===== config.mk =====
export PLATFORM = sky130hd
export DESIGN_NAME = tcr_regs
export DESIGN_NICKNAME = d
export VERILOG_FILES = /design/src/logic/tcr_pkg.sv /design/src/logic/tcr_decode.sv /design/src/logic/tcr_access_check.sv /design/src/logic/tcr_regs.sv
export VERILOG_INCLUDE_DIRS = /design/src /design/src/logic
export SDC_FILE = /design/constraint.sdc
export NUM_CORES = 1
export LEC_CHECK = 0
export BUFFER_PORTS_ARGS = -buffer_cell sky130_fd_sc_hd__buf_2
export CORE_AREA = 2 2 95 97
export DETAILED_ROUTE_END_ITERATION = 16
export DIE_AREA = 0 0 97 99
export MAX_ROUTING_LAYER = met4
export PLACE_DENSITY_LB_ADDON = 0.25
export SLEW_MARGIN = 20
export SYNTH_ARGS = -nofsm -noshare
export SYNTH_HDL_FRONTEND = slang
export SYNTH_HIERARCHICAL = 1
export SYNTH_SLANG_ARGS = --single-unit

===== constraint.sdc =====
create_clock -name i_clock -period 0.84 [get_ports i_clock]
set_clock_uncertainty 0.1 [all_clocks]
set_input_delay 0.042 -clock i_clock [delete_from_list [all_inputs] [get_ports i_clock]]
set_output_delay 0.042 -clock i_clock [all_outputs]
set_load 0.01 [all_outputs]

===== src/logic/tcr_map.svh =====
`ifndef TCR_MAP_SVH
`define TCR_MAP_SVH
`define TCR_OP0_TRACE     2'h2
`define TCR_OP1_TRACE     3'h1
`define TCR_CRN_IDR7      4'h0
`define TCR_CRM_IDR7      4'hf
`define TCR_OP2_IDR7      3'h7
`define TCR_CRN_DEVCFG    4'h7
`define TCR_CRM_DEVCFG    4'h2
`define TCR_OP2_DEVCFG    3'h7
`define TCR_CRN_CLAIM     4'h7
`define TCR_CRM_CLAIMSET  4'h8
`define TCR_OP2_CLAIMSET  3'h6
`define TCR_CRM_CLAIMCLR  4'h9
`define TCR_OP2_CLAIMCLR  3'h6
`define TCR_SYNDROME_EC   6'h18
`define TCR_CLAIM_BITS    4
`define TCR_CLAIM_RESET   4'h0
`define TCR_DEVCFG_VALUE  64'h0
`define TCR_IDR7_VALUE    64'h0
`endif


===== src/logic/tcr_pkg.sv =====
package tcr_pkg;
   typedef enum logic [1:0] {
      TCR_EL0,
      TCR_EL1,
      TCR_EL2,
      TCR_EL3
   } tcr_level_e;
   typedef enum logic [2:0] {
      TCR_OK,
      TCR_UNDEF,
      TCR_TRAP_EL1,
      TCR_TRAP_EL2,
      TCR_TRAP_EL3
   } tcr_outcome_e;
   typedef enum logic [2:0] {
      TCR_REG_NONE,
      TCR_REG_IDR7,
      TCR_REG_DEVCFG,
      TCR_REG_CLAIMSET,
      TCR_REG_CLAIMCLR
   } tcr_reg_e;
endpackage


===== src/logic/tcr_decode.sv =====
`timescale 1ns/1ns
`default_nettype none
`include "tcr_map.svh"
module tcr_decode (
   input  wire logic [1:0] i_op0,
   input  wire logic [2:0] i_op1,
   input  wire logic [3:0] i_crn,
   input  wire logic [3:0] i_crm,
   input  wire logic [2:0] i_op2,
   input  wire logic       i_write,
   output var tcr_pkg::tcr_reg_e o_reg
);
   logic base;
   always_comb begin
      base  = (i_op0 == `TCR_OP0_TRACE) && (i_op1 == `TCR_OP1_TRACE);
      o_reg = tcr_pkg::TCR_REG_NONE;
      if (base && !i_write && i_crn == `TCR_CRN_IDR7 && i_crm == `TCR_CRM_IDR7
          && i_op2 == `TCR_OP2_IDR7) begin
         o_reg = tcr_pkg::TCR_REG_IDR7;
      end
      if (base && !i_write && i_crn == `TCR_CRN_DEVCFG && i_crm == `TCR_CRM_DEVCFG
          && i_op2 == `TCR_OP2_DEVCFG) begin
         o_reg = tcr_pkg::TCR_REG_DEVCFG;
      end
      if (base && i_crn == `TCR_CRN_CLAIM && i_crm == `TCR_CRM_CLAIMSET
          && i_op2 == `TCR_OP2_CLAIMSET) begin
         o_reg = tcr_pkg::TCR_REG_CLAIMSET;
      end
      if (base && i_crn == `TCR_CRN_CLAIM && i_crm == `TCR_CRM_CLAIMCLR
          && i_op2 == `TCR_OP2_CLAIMCLR) begin
         o_reg = tcr_pkg::TCR_REG_CLAIMCLR;
      end
   end
endmodule
`default_nettype wire


===== src/logic/tcr_access_check.sv =====
`timescale 1ns/1ns
`default_nettype none
module tcr_access_check (
   input  wire tcr_pkg::tcr_level_e i_current_exception_level,
   input  wire logic                i_halted,
   input  wire logic                i_secure_debug_disabled,
   input  wire logic                i_level_one_trace_access_trap,
   input  wire logic                i_level_two_trace_access_trap,
   input  wire logic                i_level_three_trace_access_trap,
   input  wire logic                i_level_two_enabled,
   input  wire logic                i_fine_grain_trap_enable,
   input  wire logic                i_fine_grain_hit,
   output var tcr_pkg::tcr_outcome_e o_outcome
);
   logic hsd;
   always_comb begin
      hsd       = i_halted && i_secure_debug_disabled;
      o_outcome = tcr_pkg::TCR_OK;
      unique case (i_current_exception_level)
         tcr_pkg::TCR_EL0: o_outcome = tcr_pkg::TCR_UNDEF;
         tcr_pkg::TCR_EL1: begin
            if (hsd && i_level_three_trace_access_trap) o_outcome = tcr_pkg::TCR_UNDEF;
            else if (i_level_one_trace_access_trap) o_outcome = tcr_pkg::TCR_TRAP_EL1;
            else if (i_level_two_enabled && i_level_two_trace_access_trap)
               o_outcome = tcr_pkg::TCR_TRAP_EL2;
            else if (i_level_two_enabled && i_fine_grain_trap_enable && i_fine_grain_hit)
               o_outcome = tcr_pkg::TCR_TRAP_EL2;
            else if (i_level_three_trace_access_trap) o_outcome = tcr_pkg::TCR_TRAP_EL3;
         end
         tcr_pkg::TCR_EL2: begin
            if (hsd && i_level_three_trace_access_trap) o_outcome = tcr_pkg::TCR_UNDEF;
            else if (i_level_two_trace_access_trap) o_outcome = tcr_pkg::TCR_TRAP_EL2;
            else if (i_level_three_trace_access_trap) o_outcome = tcr_pkg::TCR_TRAP_EL3;
         end
         tcr_pkg::TCR_EL3: begin
            if (i_level_three_trace_access_trap) o_outcome = tcr_pkg::TCR_TRAP_EL3;
         end
      endcase
   end
endmodule
`default_nettype wire


===== src/logic/tcr_regs.sv =====
`timescale 1ns/1ns
`default_nettype none
`include "tcr_map.svh"
module tcr_regs #(
   parameter int CLAIM_BITS = `TCR_CLAIM_BITS
) (
   input  wire logic                i_clock,
   input  wire logic                i_sys_rst,
   input  wire logic                i_valid,
   input  wire logic                i_write,
   input  wire logic [1:0]          i_op0,
   input  wire logic [2:0]          i_op1,
   input  wire logic [3:0]          i_crn,
   input  wire logic [3:0]          i_crm,
   input  wire logic [2:0]          i_op2,
   input  wire logic [63:0]         i_wdata,
   input  wire tcr_pkg::tcr_level_e i_current_exception_level,
   input  wire logic                i_halted,
   input  wire logic                i_secure_debug_disabled,
   input  wire logic                i_level_one_trace_access_trap,
   input  wire logic                i_level_two_trace_access_trap,
   input  wire logic                i_level_three_trace_access_trap,
   input  wire logic                i_level_two_enabled,
   input  wire logic                i_fine_grain_trap_enable,
   input  wire logic                i_fine_grain_id_read_trap,
   input  wire logic                i_fine_grain_claim_read_trap,
   input  wire logic                i_fine_grain_claim_write_trap,
   input  wire logic                i_ext_valid,
   input  wire logic                i_ext_write,
   input  wire logic                i_ext_sel_clr,
   input  wire logic                i_ext_sel_devcfg,
   input  wire logic [31:0]         i_ext_wdata,
   output logic                     o_done,
   output logic [63:0]              o_rdata,
   output logic                     o_undefined,
   output logic                     o_trap,
   output logic [1:0]               o_trap_level,
   output logic [5:0]               o_syndrome_class,
   output logic                     o_no_register,
   output logic [31:0]              o_ext_rdata,
   output logic [CLAIM_BITS-1:0]    o_claim_tags
);
   typedef struct packed {
      logic [CLAIM_BITS-1:0] claim;
      logic                  done;
      logic [63:0]           rdata;
      logic                  undefined;
      logic                  trap;
      logic [1:0]            trap_level;
      logic                  no_register;
      logic [31:0]           ext_rdata;
   } tcr_state_s;

   tcr_state_s            state;
   tcr_state_s            next_state;
   tcr_pkg::tcr_reg_e     reg_sel;
   tcr_pkg::tcr_outcome_e outcome;
   logic                  fg_hit;
   logic [CLAIM_BITS-1:0] impl_mask;
   logic [CLAIM_BITS-1:0] set_bits;
   logic [CLAIM_BITS-1:0] clr_bits;

   tcr_decode u_decode (
      .i_op0   (i_op0),
      .i_op1   (i_op1),
      .i_crn   (i_crn),
      .i_crm   (i_crm),
      .i_op2   (i_op2),
      .i_write (i_write),
      .o_reg   (reg_sel)
   );

   always_comb begin
      fg_hit = 1'b0;
      unique case (reg_sel)
         tcr_pkg::TCR_REG_IDR7, tcr_pkg::TCR_REG_DEVCFG: fg_hit = i_fine_grain_id_read_trap;
         tcr_pkg::TCR_REG_CLAIMSET, tcr_pkg::TCR_REG_CLAIMCLR:
            fg_hit = i_write ? i_fine_grain_claim_write_trap : i_fine_grain_claim_read_trap;
         default: fg_hit = 1'b0;
      endcase
   end

   tcr_access_check u_check (
      .i_current_exception_level       (i_current_exception_level),
      .i_halted                        (i_halted),
      .i_secure_debug_disabled         (i_secure_debug_disabled),
      .i_level_one_trace_access_trap   (i_level_one_trace_access_trap),
      .i_level_two_trace_access_trap   (i_level_two_trace_access_trap),
      .i_level_three_trace_access_trap (i_level_three_trace_access_trap),
      .i_level_two_enabled             (i_level_two_enabled),
      .i_fine_grain_trap_enable        (i_fine_grain_trap_enable),
      .i_fine_grain_hit                (fg_hit),
      .o_outcome                       (outcome)
   );

   assign impl_mask = {CLAIM_BITS{1'b1}};

   always_comb begin
      next_state             = state;
      next_state.done        = 1'b0;
      next_state.undefined   = 1'b0;
      next_state.trap        = 1'b0;
      next_state.no_register = 1'b0;
      set_bits               = '0;
      clr_bits               = '0;
      if (i_valid) begin
         next_state.done       = 1'b1;
         next_state.rdata      = 64'h0;
         next_state.trap_level = 2'h0;
         if (reg_sel == tcr_pkg::TCR_REG_NONE) begin
            next_state.no_register = 1'b1;
         end else begin
            unique case (outcome)
               tcr_pkg::TCR_OK: begin
                  unique case (reg_sel)
                     tcr_pkg::TCR_REG_IDR7: next_state.rdata = `TCR_IDR7_VALUE;
                     tcr_pkg::TCR_REG_DEVCFG: next_state.rdata = `TCR_DEVCFG_VALUE;
                     tcr_pkg::TCR_REG_CLAIMSET: begin
                        next_state.rdata = {{(64 - CLAIM_BITS){1'b0}}, impl_mask};
                        if (i_write) set_bits = i_wdata[CLAIM_BITS-1:0];
                     end
                     tcr_pkg::TCR_REG_CLAIMCLR: begin
                        next_state.rdata = {{(64 - CLAIM_BITS){1'b0}}, state.claim};
                        if (i_write) clr_bits = i_wdata[CLAIM_BITS-1:0];
                     end
                     default: next_state.rdata = 64'h0;
                  endcase
               end
               tcr_pkg::TCR_UNDEF: next_state.undefined = 1'b1;
               tcr_pkg::TCR_TRAP_EL1: begin
                  next_state.trap       = 1'b1;
                  next_state.trap_level = 2'h1;
               end
               tcr_pkg::TCR_TRAP_EL2: begin
                  next_state.trap       = 1'b1;
                  next_state.trap_level = 2'h2;
               end
               tcr_pkg::TCR_TRAP_EL3: begin
                  next_state.trap       = 1'b1;
                  next_state.trap_level = 2'h3;
               end
            endcase
         end
      end
      if (i_ext_valid && i_ext_write && !i_ext_sel_devcfg) begin
         if (i_ext_sel_clr) clr_bits = clr_bits | i_ext_wdata[CLAIM_BITS-1:0];
         else set_bits = set_bits | i_ext_wdata[CLAIM_BITS-1:0];
      end
      // Set wins when both land together
      next_state.claim = ((state.claim & ~clr_bits) | set_bits) & impl_mask;
      if (i_ext_sel_devcfg) next_state.ext_rdata = 32'(`TCR_DEVCFG_VALUE);
      else if (i_ext_sel_clr) next_state.ext_rdata = {{(32 - CLAIM_BITS){1'b0}}, state.claim};
      else next_state.ext_rdata = {{(32 - CLAIM_BITS){1'b0}}, impl_mask};
      if (!i_ext_valid) next_state.ext_rdata = 32'h0;
   end

   always_ff @(posedge i_clock or posedge i_sys_rst) begin
      if (i_sys_rst) begin
         state       <= '0;
         state.claim <= CLAIM_BITS'(`TCR_CLAIM_RESET);
      end else begin
         state <= next_state;
      end
   end

   assign o_done           = state.done;
   assign o_rdata          = state.rdata;
   assign o_undefined      = state.undefined;
   assign o_trap           = state.trap;
   assign o_trap_level     = state.trap_level;
   assign o_syndrome_class = state.trap ? `TCR_SYNDROME_EC : 6'h0;
   assign o_no_register    = state.no_register;
   assign o_ext_rdata      = state.ext_rdata;
   assign o_claim_tags     = state.claim;
endmodule
`default_nettype wire


# After elaboration in Yosys (flattened, before gate mapping)
# Cells that the tools add are included.
# word_totals
output_inout_bits,112
register_bits,106
in_bits,132
elab_cells,99
# classes
bitwise,5
n_reduce_logical,28
n_mux,38
eq_ne,20
# ops
op,count
two-way mux 70 bit,1
two-way mux 68 bit,1
two-way mux 64 bit,1
two-way mux 4 bit,15
two-way mux 32 bit,1
two-way mux 3 bit,8
logical AND 1 bit,20
"== test 3 x 2 -> 1 bit, second input constant",4
"== test 3 bit, second input constant",4
"== test 4 bit, second input constant",3
bitwise OR 4 bit,3
case mux 3 bit (4 select lines),1
"== test 3 x 1 -> 1 bit, second input constant",3
case mux 3 bit (3 select lines),1
case mux 4 bit (2 select lines),1
"== test 2 bit, second input constant",3
logical NOT 3 bit,2
two-way mux 5 bit,1
bitwise AND 4 bit,1
"== test 4 x 2 -> 1 bit, second input constant",1
"== test 4 x 3 -> 1 bit, second input constant",1
logical NOT 4 bit,1
two-way mux 1 bit,4
two-way mux 2 bit,2
6 further kinds,8

# Longest topological paths before layout
# Gate-level depths: netlist of run 1.
# depth
ltp_word,29
mapped_depth,12
depth_no_buf,12

# Modules after synthesis
# The synthesis of run 1 kept the hierarchy.
# by_module_without_submodules
mod,instances,seq_area_each_um2,cells_each,area_per_inst_um2
tcr_regs,1,450.4,185,1622.8
tcr_decode,1,0.0,16,106.4
tcr_access_check,1,0.0,12,87.6

# Worst setup path before layout of run 1
# No wires, ideal clock.
# synth_path
kind,input-to-reg
startpoint,input i_crn[0]
endpoint,"register state, in the netlist o_claim_tags[2]"
arrival_ps,3029
setup_slack_ps,-2426
setup_ps,137
n_path_buf,0
path_stages,12
required_time_ps,603
cell_sequence,or4b_1 -> or4_1 -> o22ai_1 -> nor3b_1 -> a21oi_1 -> o21ai_0 -> a21o_1 -> a21oi_1 -> o21ai_0 -> or3_4 -> o31ai_1 -> o221ai_1
# synth_lines
item,line_no,text
"start, declared",tcr_regs.sv:13,"input wire logic [3:0] i_crn,"
"end signal, assigned",tcr_regs.sv:162,state <= next_state;
"end, declared",tcr_regs.sv:54,tcr_state_s state;

==> results of run 1 <==
-- sequential cells by signal, indices dropped and copies added, names as in the netlist --
name,count
o_claim_tags,4
o_ext_rdata,4
o_rdata,4
o_trap_level,2
o_done,1
o_no_register,1
o_trap,1
o_undefined,1
-- repair_timing --
item                                    in CTS  in global routing
endpoints found under the setup margin      33                 37
setup buffers                               18                  5
hold buffers                                 4                  0
endpoints found under the hold margin       21                  0
resized for setup                           30                 25
pin swaps                                    5                  5
-- worst min-delay path by stage --
stage / startpoint / end / slack [ns] / cells past startpoint
after CTS: i_valid / o_no_register / 0.02 / 2
after global routing: i_valid / o_no_register / 0.05 / 2
after detailed placement: i_sys_rst / o_undefined / -0.03 / 3
final: i_ext_sel_clr / o_ext_rdata[3] / 0.03 / 3
after global placement: i_sys_rst / o_undefined / -0.03 / 3
after floorplan: i_sys_rst / o_claim_tags[0] / -0.12 / 1
-- routing by layer --
layer,up-vias,GRT usage (%)
met3,5,1.21
met2,112,17.1
met1,751,9.61
met4,0,2.60
li1,776,-
met5,-,-
-- where the power goes --
group | internal [W] | switching (W) | total [W]
registers | 0.000927 | 0.0000474 | 0.000975
clock network | 0.000417 | 0.000299 | 0.000715
logic | 0.000575 | 0.000598 | 0.00117
total | 0.00192 | 0.000944 | 0.00286
-- synth_stat cells (all sizes together), types with 4 or more instances --
cell type | count | area [um2]
buf | 94 | 706
dfrtp | 18 | 450
a21oi | 12 | 60.1
inv | 11 | 41.3
nand3 | 6 | 35.0
o22ai | 6 | 37.5
nand2 | 5 | 18.8
nand2b | 4 | 32.5
nor2 | 4 | 15.0
o221ai | 4 | 35.0
o31ai | 4 | 30.0
-- area by class of cell --
cell class / count / area (um2)
flip-flops and latches: 18 / 450
repair buffers: 112 / 774
clock buffers: 4 / 55.1
multi-input cells: 180 / 1150
well taps: 108 / 135
inverters: 11 / 43.8
fillers: 923 / 5940
-- worst min-delay path: cells and delay by family --
kind / cells / cell delay, ns
AOI/OAI and AO/OA: 1 / 0.05
buffers and inverters: 2 / 0.26
-- logic make-up (layout without fill, tap and decap cells) --
logic type,Yosys count,in the layout,share of synthesized area (%)
AO/OA/AOI/OAI,35,35,12.3
buffers and inverters,106,127,41.3
multiplexers,3,3,1.72
other,1,92,0.206
AND/OR/NAND/NOR,49,49,19.2
flip-flops,18,18,24.8
XOR/XNOR,1,1,0.482
-- through the flow --
stage          utilization [%]  power, W  setup slack, ns  TNS (ns)  hold WS, ns
2_1_floorplan                -   0.00173            -2.07    -23.90       -0.119
3_3_place_gp              25.7   0.00180            -2.18    -25.92      -0.0313
3_5_place_dp              25.7   0.00180            -2.22    -26.30      -0.0263
4_1_cts                   29.7   0.00275            -1.93    -25.02       0.0222
5_1_grt                   30.5   0.00300            -2.14    -27.33       0.0459
6_report                  30.5   0.00286            -2.03    -25.53       0.0314
==> impl_metrics.py, run 1 <==
metrics = {
    "power_and_ir_drop": {
        "p_per_area_nw_per_um2": 1100,
        "p_leak_nw": 1.32,
        "ir_drop_v": 0.000516,
    },
    "route": {
        "routed_wl_mm": 4.47,
        "vias_per_cell": 3.80,
        "drt_iter0_markers": 14,
        "drcViolationCount": 0,
        "first_pass_iters": 4,
        "ant_nets": 0,
        "wl_met1_mm": 1.58,
        "dr.max_layer_used": "met4",
        "route.met2.wl_mm": 2.37,
        "wl_met3_um": 474,
        "vias": 1644,
        "wl_per_cell_um": 10.3,
    },
    "status": {
        "violations": "setup timing",
        "status": "finished with violations",
    },
    "synth": {
        "ys_warn_count": 6,
        "synth_cell_type_count": 43,
        "yosysSeqAreaShare_pct": 24.8,
        "async_reset_ff_share_pct": 100,
        "avgSynthCellArea_um2": 8.53,
        "synth_area_um2": 1820,
        "synthFlopType": "dfrtp_1",
        "ys_ff_latch": 18,
        "netlist_instances": 213,
        "synth-edff-count": 0,
    },
    "clock_tree": {
        "cts_root_buffer": "clkbuf_8",
        "cts_tree": "built",
        "htree_levels": 1,
        "cts_num_sinks": 18,
        "clk-insertion-delay-late_ns": 0.26,
        "clockBufferDepth": 2,
        "path_clk_slew_ns": 0.07,
        "cts_buffers": 3,
    },
    "layout": {
        "final_common_cell": "conb_1",
        "antenna_cells": 0,
        "nets": 458,
        "final_layout_size_suffix_gt1_share_pct": 47.4,
        "final_cell_mix": "conb_1 (92), buf_2 (56), buf_4 (35), dfrtp_1 (18), buf_6 (17)",
        "fin_cells": 433,
        "syn_to_final_growth_pct": 43.6,
        "final_area_um2": 2610,
    },
    "die": {
        "die-area_um2": 9600,
        "core_area_um2": 8550,
        "rows": 34,
        "initial_utilization_pct": 21.2,
        "die_w_um": 97,
        "dieHeight_um": 99,
        "ios": 244,
    },
    "critical_path": {
        "cp-start-kind": "input port",
        "crit_required_ns": 0.88,
        "startpoint": "i_crn[0]",
        "path_cells": "buf_6 > or4b_4 > or4_4 > o22ai_4 > and4bb_2 > a21oi_2 > o21ai_1 > a21o_1 > a21oi_2 > a22o_1 > or3_4 > o31ai_2 > o221ai_2",
        "r2r-start": "o_claim_tags[1]",
        "r2r-end": "o_rdata[1]",
        "rrSetupSlack_ns": -0.18,
        "cp.arrival_ns": 2.91,
        "critPathCaptureType": "flop",
        "critPathMaxFanout": 6,
        "cp_num_cells": 13,
        "crit_path_end": "o_claim_tags[2]",
        "cp_slowest_cell": "or4b_4",
        "crit_type": "input port to flop",
        "critPathTopFamily": "simple AND/OR/NAND/NOR gates",
        "ff2ff_path_depth": 3,
        "cp_common_cell": "a21oi_2",
        "critPathMaxStageDelay_ns": 0.51,
        "crit_buf_inv": 1,
    },
    "grt": {
        "antenna_found_initial": 0,
        "grt_pass1_vias": 1480,
        "grt_max_degree": 19,
        "grt.total_usage_pct": 8.95,
        "grt_pass1_wl_mm": 6.82,
        "overflow": 0,
    },
    "sta": {
        "finalWorstSetupSlack_ns": -2.03,
        "final-setup-viol-count": 35,
        "fin_crit_ns": 2.87,
        "max_freq_mhz": 349,
        "rsz0062_at_grt": "yes",
        "slew_viol_final": 0,
        "hold_viol_final": 0,
        "period_share_pct": 341,
    },
    "run": {
        "drv_cap": 0,
    },
    "placed_design": {
        "dp_hpwl_mm": 3.59,
        "gp_congestion": 0.811,
        "place_area_um2": 2190,
        "io_buffers": 63,
        "dpl.cell_count": 413,
    },
    "hold_path": {
        "hp-class": "input port to flop",
    },
}
No activity file was read; power rests on OpenSTA's default activity.
==> inputs of run 2 (changes only) <==
--- a/config.mk
+++ b/config.mk
@@ -6,6 +6,7 @@
 export SDC_FILE = /design/constraint.sdc
 export NUM_CORES = 1
 export LEC_CHECK = 0
+export ABC_AREA = 1
 export BUFFER_PORTS_ARGS = -buffer_cell sky130_fd_sc_hd__buf_2
 export CORE_AREA = 2 2 95 97
 export DETAILED_ROUTE_END_ITERATION = 16
==> impl_metrics.py, run 2 <==
metrics = {
    "status": {
        "status": "finished with violations",
        "violations": "setup timing",
    },
    "grt": {
        "grt.total_usage_pct": 8.71,
        "grt_pass1_wl_mm": 6.80,
        "antenna_found_initial": 0,
        "grt_max_degree": 19,
        "overflow": 0,
        "grt_pass1_vias": 1527,
    },
    "route": {
        "first_pass_iters": 4,
        "ant_nets": 0,
        "drcViolationCount": 0,
        "wl_per_cell_um": 8.88,
        "vias_per_cell": 3.60,
        "routed_wl_mm": 4.47,
        "vias": 1810,
        "drt_iter0_markers": 36,
    },
    "layout": {
        "nFillCells": 932,
        "seq_area_um2": 450,
        "multi_input_area_um2": 1230,
        "final_cell_mix": "conb_1 (92), nand2_1 (55), buf_2 (52), buf_4 (25)",
        "nets": 528,
        "final_area_um2": 2720,
        "syn_to_final_growth_pct": 37.2,
        "fin_util_pct": 31.8,
        "fin_cells": 503,
        "final_common_cell": "conb_1",
        "antenna_cells": 0,
        "final_layout_size_suffix_gt1_share_pct": 40.3,
    },
    "synth": {
        "synth_top_area_cell": "buf_4",
        "synth-edff-count": 0,
        "yosys-top-cells-area": "buf_4 (36%), dfrtp_1 (23%), nand2_1 (13%)",
        "synth_most_common_cell": "buf_4",
        "synth_top_family_by_area": "buffers and inverters",
        "synth_cell_type_count": 21,
        "synthFlopType": "dfrtp_1",
        "ys_warn_count": 6,
        "yosysSeqAreaShare_pct": 22.8,
        "synth-xor-area-share_pct": 0,
        "synth-compound-area-share_pct": 4.68,
        "avgSynthCellArea_um2": 6.71,
        "ys_ff_latch": 18,
        "synthMuxAreaShare_pct": 0,
        "synth_simple_gate_area_share_pct": 30.0,
        "netlist.area_leader.share_pct": 35.7,
        "yosys.area_share.adder_pct": 0,
        "ys_top_cells_by_count": "buf_4 (94), nand2_1 (68), inv_1 (27)",
        "async_reset_ff_share_pct": 100,
        "netlist_instances": 295,
        "synth_area_um2": 1980,
    },
    "hold_path": {
        "min_to": "o_claim_tags[0]",
        "hp-class": "input port to flop",
        "hold_depth": 4,
        "hold_path.startpoint": "i_ext_sel_devcfg",
    },
    "critical_path": {
        "crit_type": "input port to flop",
        "rrSetupSlack_ns": -0.10,
        "r2r-end": "o_rdata[3]",
        "critPathCaptureType": "flop",
        "critPathMaxFanout": 6,
        "r2r-start": "o_claim_tags[3]",
        "cp.arrival_ns": 1.91,
        "cp-start-kind": "input port",
        "ff2ff_path_depth": 4,
        "crit_required_ns": 0.88,
    },
    "placed_design": {
        "dpl.cell_count": 485,
        "io_buffers": 63,
        "dp_hpwl_mm": 3.74,
        "gp_congestion": 0.826,
        "place_area_um2": 2300,
    },
    "die": {
        "die-area_um2": 9600,
        "initial_utilization_pct": 23.1,
        "dieHeight_um": 99,
        "core_area_um2": 8550,
        "ios": 244,
        "rows": 34,
        "die_w_um": 97,
    },
    "clock_tree": {
        "cts_root_buffer": "clkbuf_8",
        "cts_num_sinks": 18,
        "htree_levels": 1,
        "clockBufferDepth": 2,
        "path_clk_slew_ns": 0.07,
        "clk-insertion-delay-late_ns": 0.25,
        "cts_tree": "built",
        "cts_buffers": 3,
    },
    "sta": {
        "rsz0062_at_grt": "yes",
        "finalWorstSetupSlack_ns": -1.02,
        "slew_viol_final": 0,
        "hold_viol_final": 0,
        "period_share_pct": 222,
        "final-setup-viol-count": 34,
        "whs_ns": 0.0424,
        "max_freq_mhz": 537,
        "fin_crit_ns": 1.86,
    },
    "power_and_ir_drop": {
        "netSwitchingFraction_pct": 34.4,
        "p_comb_share_pct": 39.4,
        "total_power_w": 0.00276,
        "p_per_area_nw_per_um2": 1020,
        "internal_power_w": 0.00181,
        "p_sw_w": 0.000949,
        "ir_drop_v": 0.000410,
        "p_leak_nw": 1.54,
        "seqPwrFrac_pct": 35.0,
        "clockPowerShare_pct": 25.6,
    },
    "run": {
        "drv_cap": 0,
    },
}
-- run 2: critical path, cell delays in order --
cell	delay [ns]
buf_2	0.11
inv_2	0.05
nand2_2	0.05
nor2_1	0.09
nand2_1	0.06
nor2_1	0.11
nand2_1	0.09
nand2_4	0.11
nor2_4	0.05
nand2_4	0.07
nand2_2	0.04
nand2_2	0.07
o31ai_4	0.07
nand3_2	0.08
a21oi_2	0.06
o21ai_1	0.11
inv_1	0.08
nor2_4	0.14
nand2_4	0.10
nor2_2	0.12
nand2_1	0.06
nand2_1	0.06
nand3_1	0.06
-- run 2: how the worst max path moves through the flow --
stage | slack [ns] | startpoint | cells past startpoint | to
after floorplan | -1.10 | i_op1[2] | 20 | o_claim_tags[0]
after global placement | -1.39 | i_op1[2] | 17 | o_claim_tags[3]
after detailed placement | -1.40 | i_op1[2] | 17 | o_claim_tags[3]
after CTS | -1.03 | i_op1[2] | 21 | o_claim_tags[3]
after global routing | -1.23 | i_crm[2] | 23 | o_claim_tags[2]
final | -1.02 | i_crm[2] | 23 | o_claim_tags[3]
-- run 2: layout make-up --
cell class	instances	share of cell area, %
clock buffers	4	2.03
inverters	34	5.07
multi-input cells	239	45.4
flip-flops and latches	18	16.6
well taps	108	4.98
repair buffers	100	25.9
-- run 2: power by group through the flow --
stage / clock network, W / registers (W) / logic [W]
2_1_floorplan: 0 / 0.00100 / 0.000766
3_3_place_gp: 0 / 0.000971 / 0.000878
3_5_place_dp: 0 / 0.000971 / 0.000878
4_1_cts: 0.000725 / 0.000966 / 0.00102
5_1_grt: 0.000778 / 0.000975 / 0.00119
6_report: 0.000706 / 0.000968 / 0.00109
-- run 2: kinds of logic after synthesis --
group / Yosys count
AND/OR/NAND/NOR: 129
buffers and inverters: 129
AO/OA/AOI/OAI: 18
flip-flops: 18
other: 1
-- run 2: timing repair --
item,CTS,global route
gates resized for setup,24,37
setup buffers,5,3
pin swaps,5,20
hold buffers,6,0
endpoints found under the setup margin,34,35
hold endpoints to repair,23,0
-- run 2: through the flow --
stage,TNS (ns),setup slack [ns]
2_1_floorplan,-12.17,-1.10
3_3_place_gp,-16.24,-1.39
3_5_place_dp,-16.41,-1.40
4_1_cts,-13.88,-1.03
5_1_grt,-16.63,-1.23
6_report,-13.56,-1.02
-- run 2: per-layer routing --
layer | share of wire, % | routed length, um | track usage (%)
met4 | 0.83 | 37 | 1.95
met1 | 39 | 1750 | 10.1
met2 | 50 | 2230 | 15.9
met3 | 10 | 450 | 1.35
met5 | 0 | 0 | -
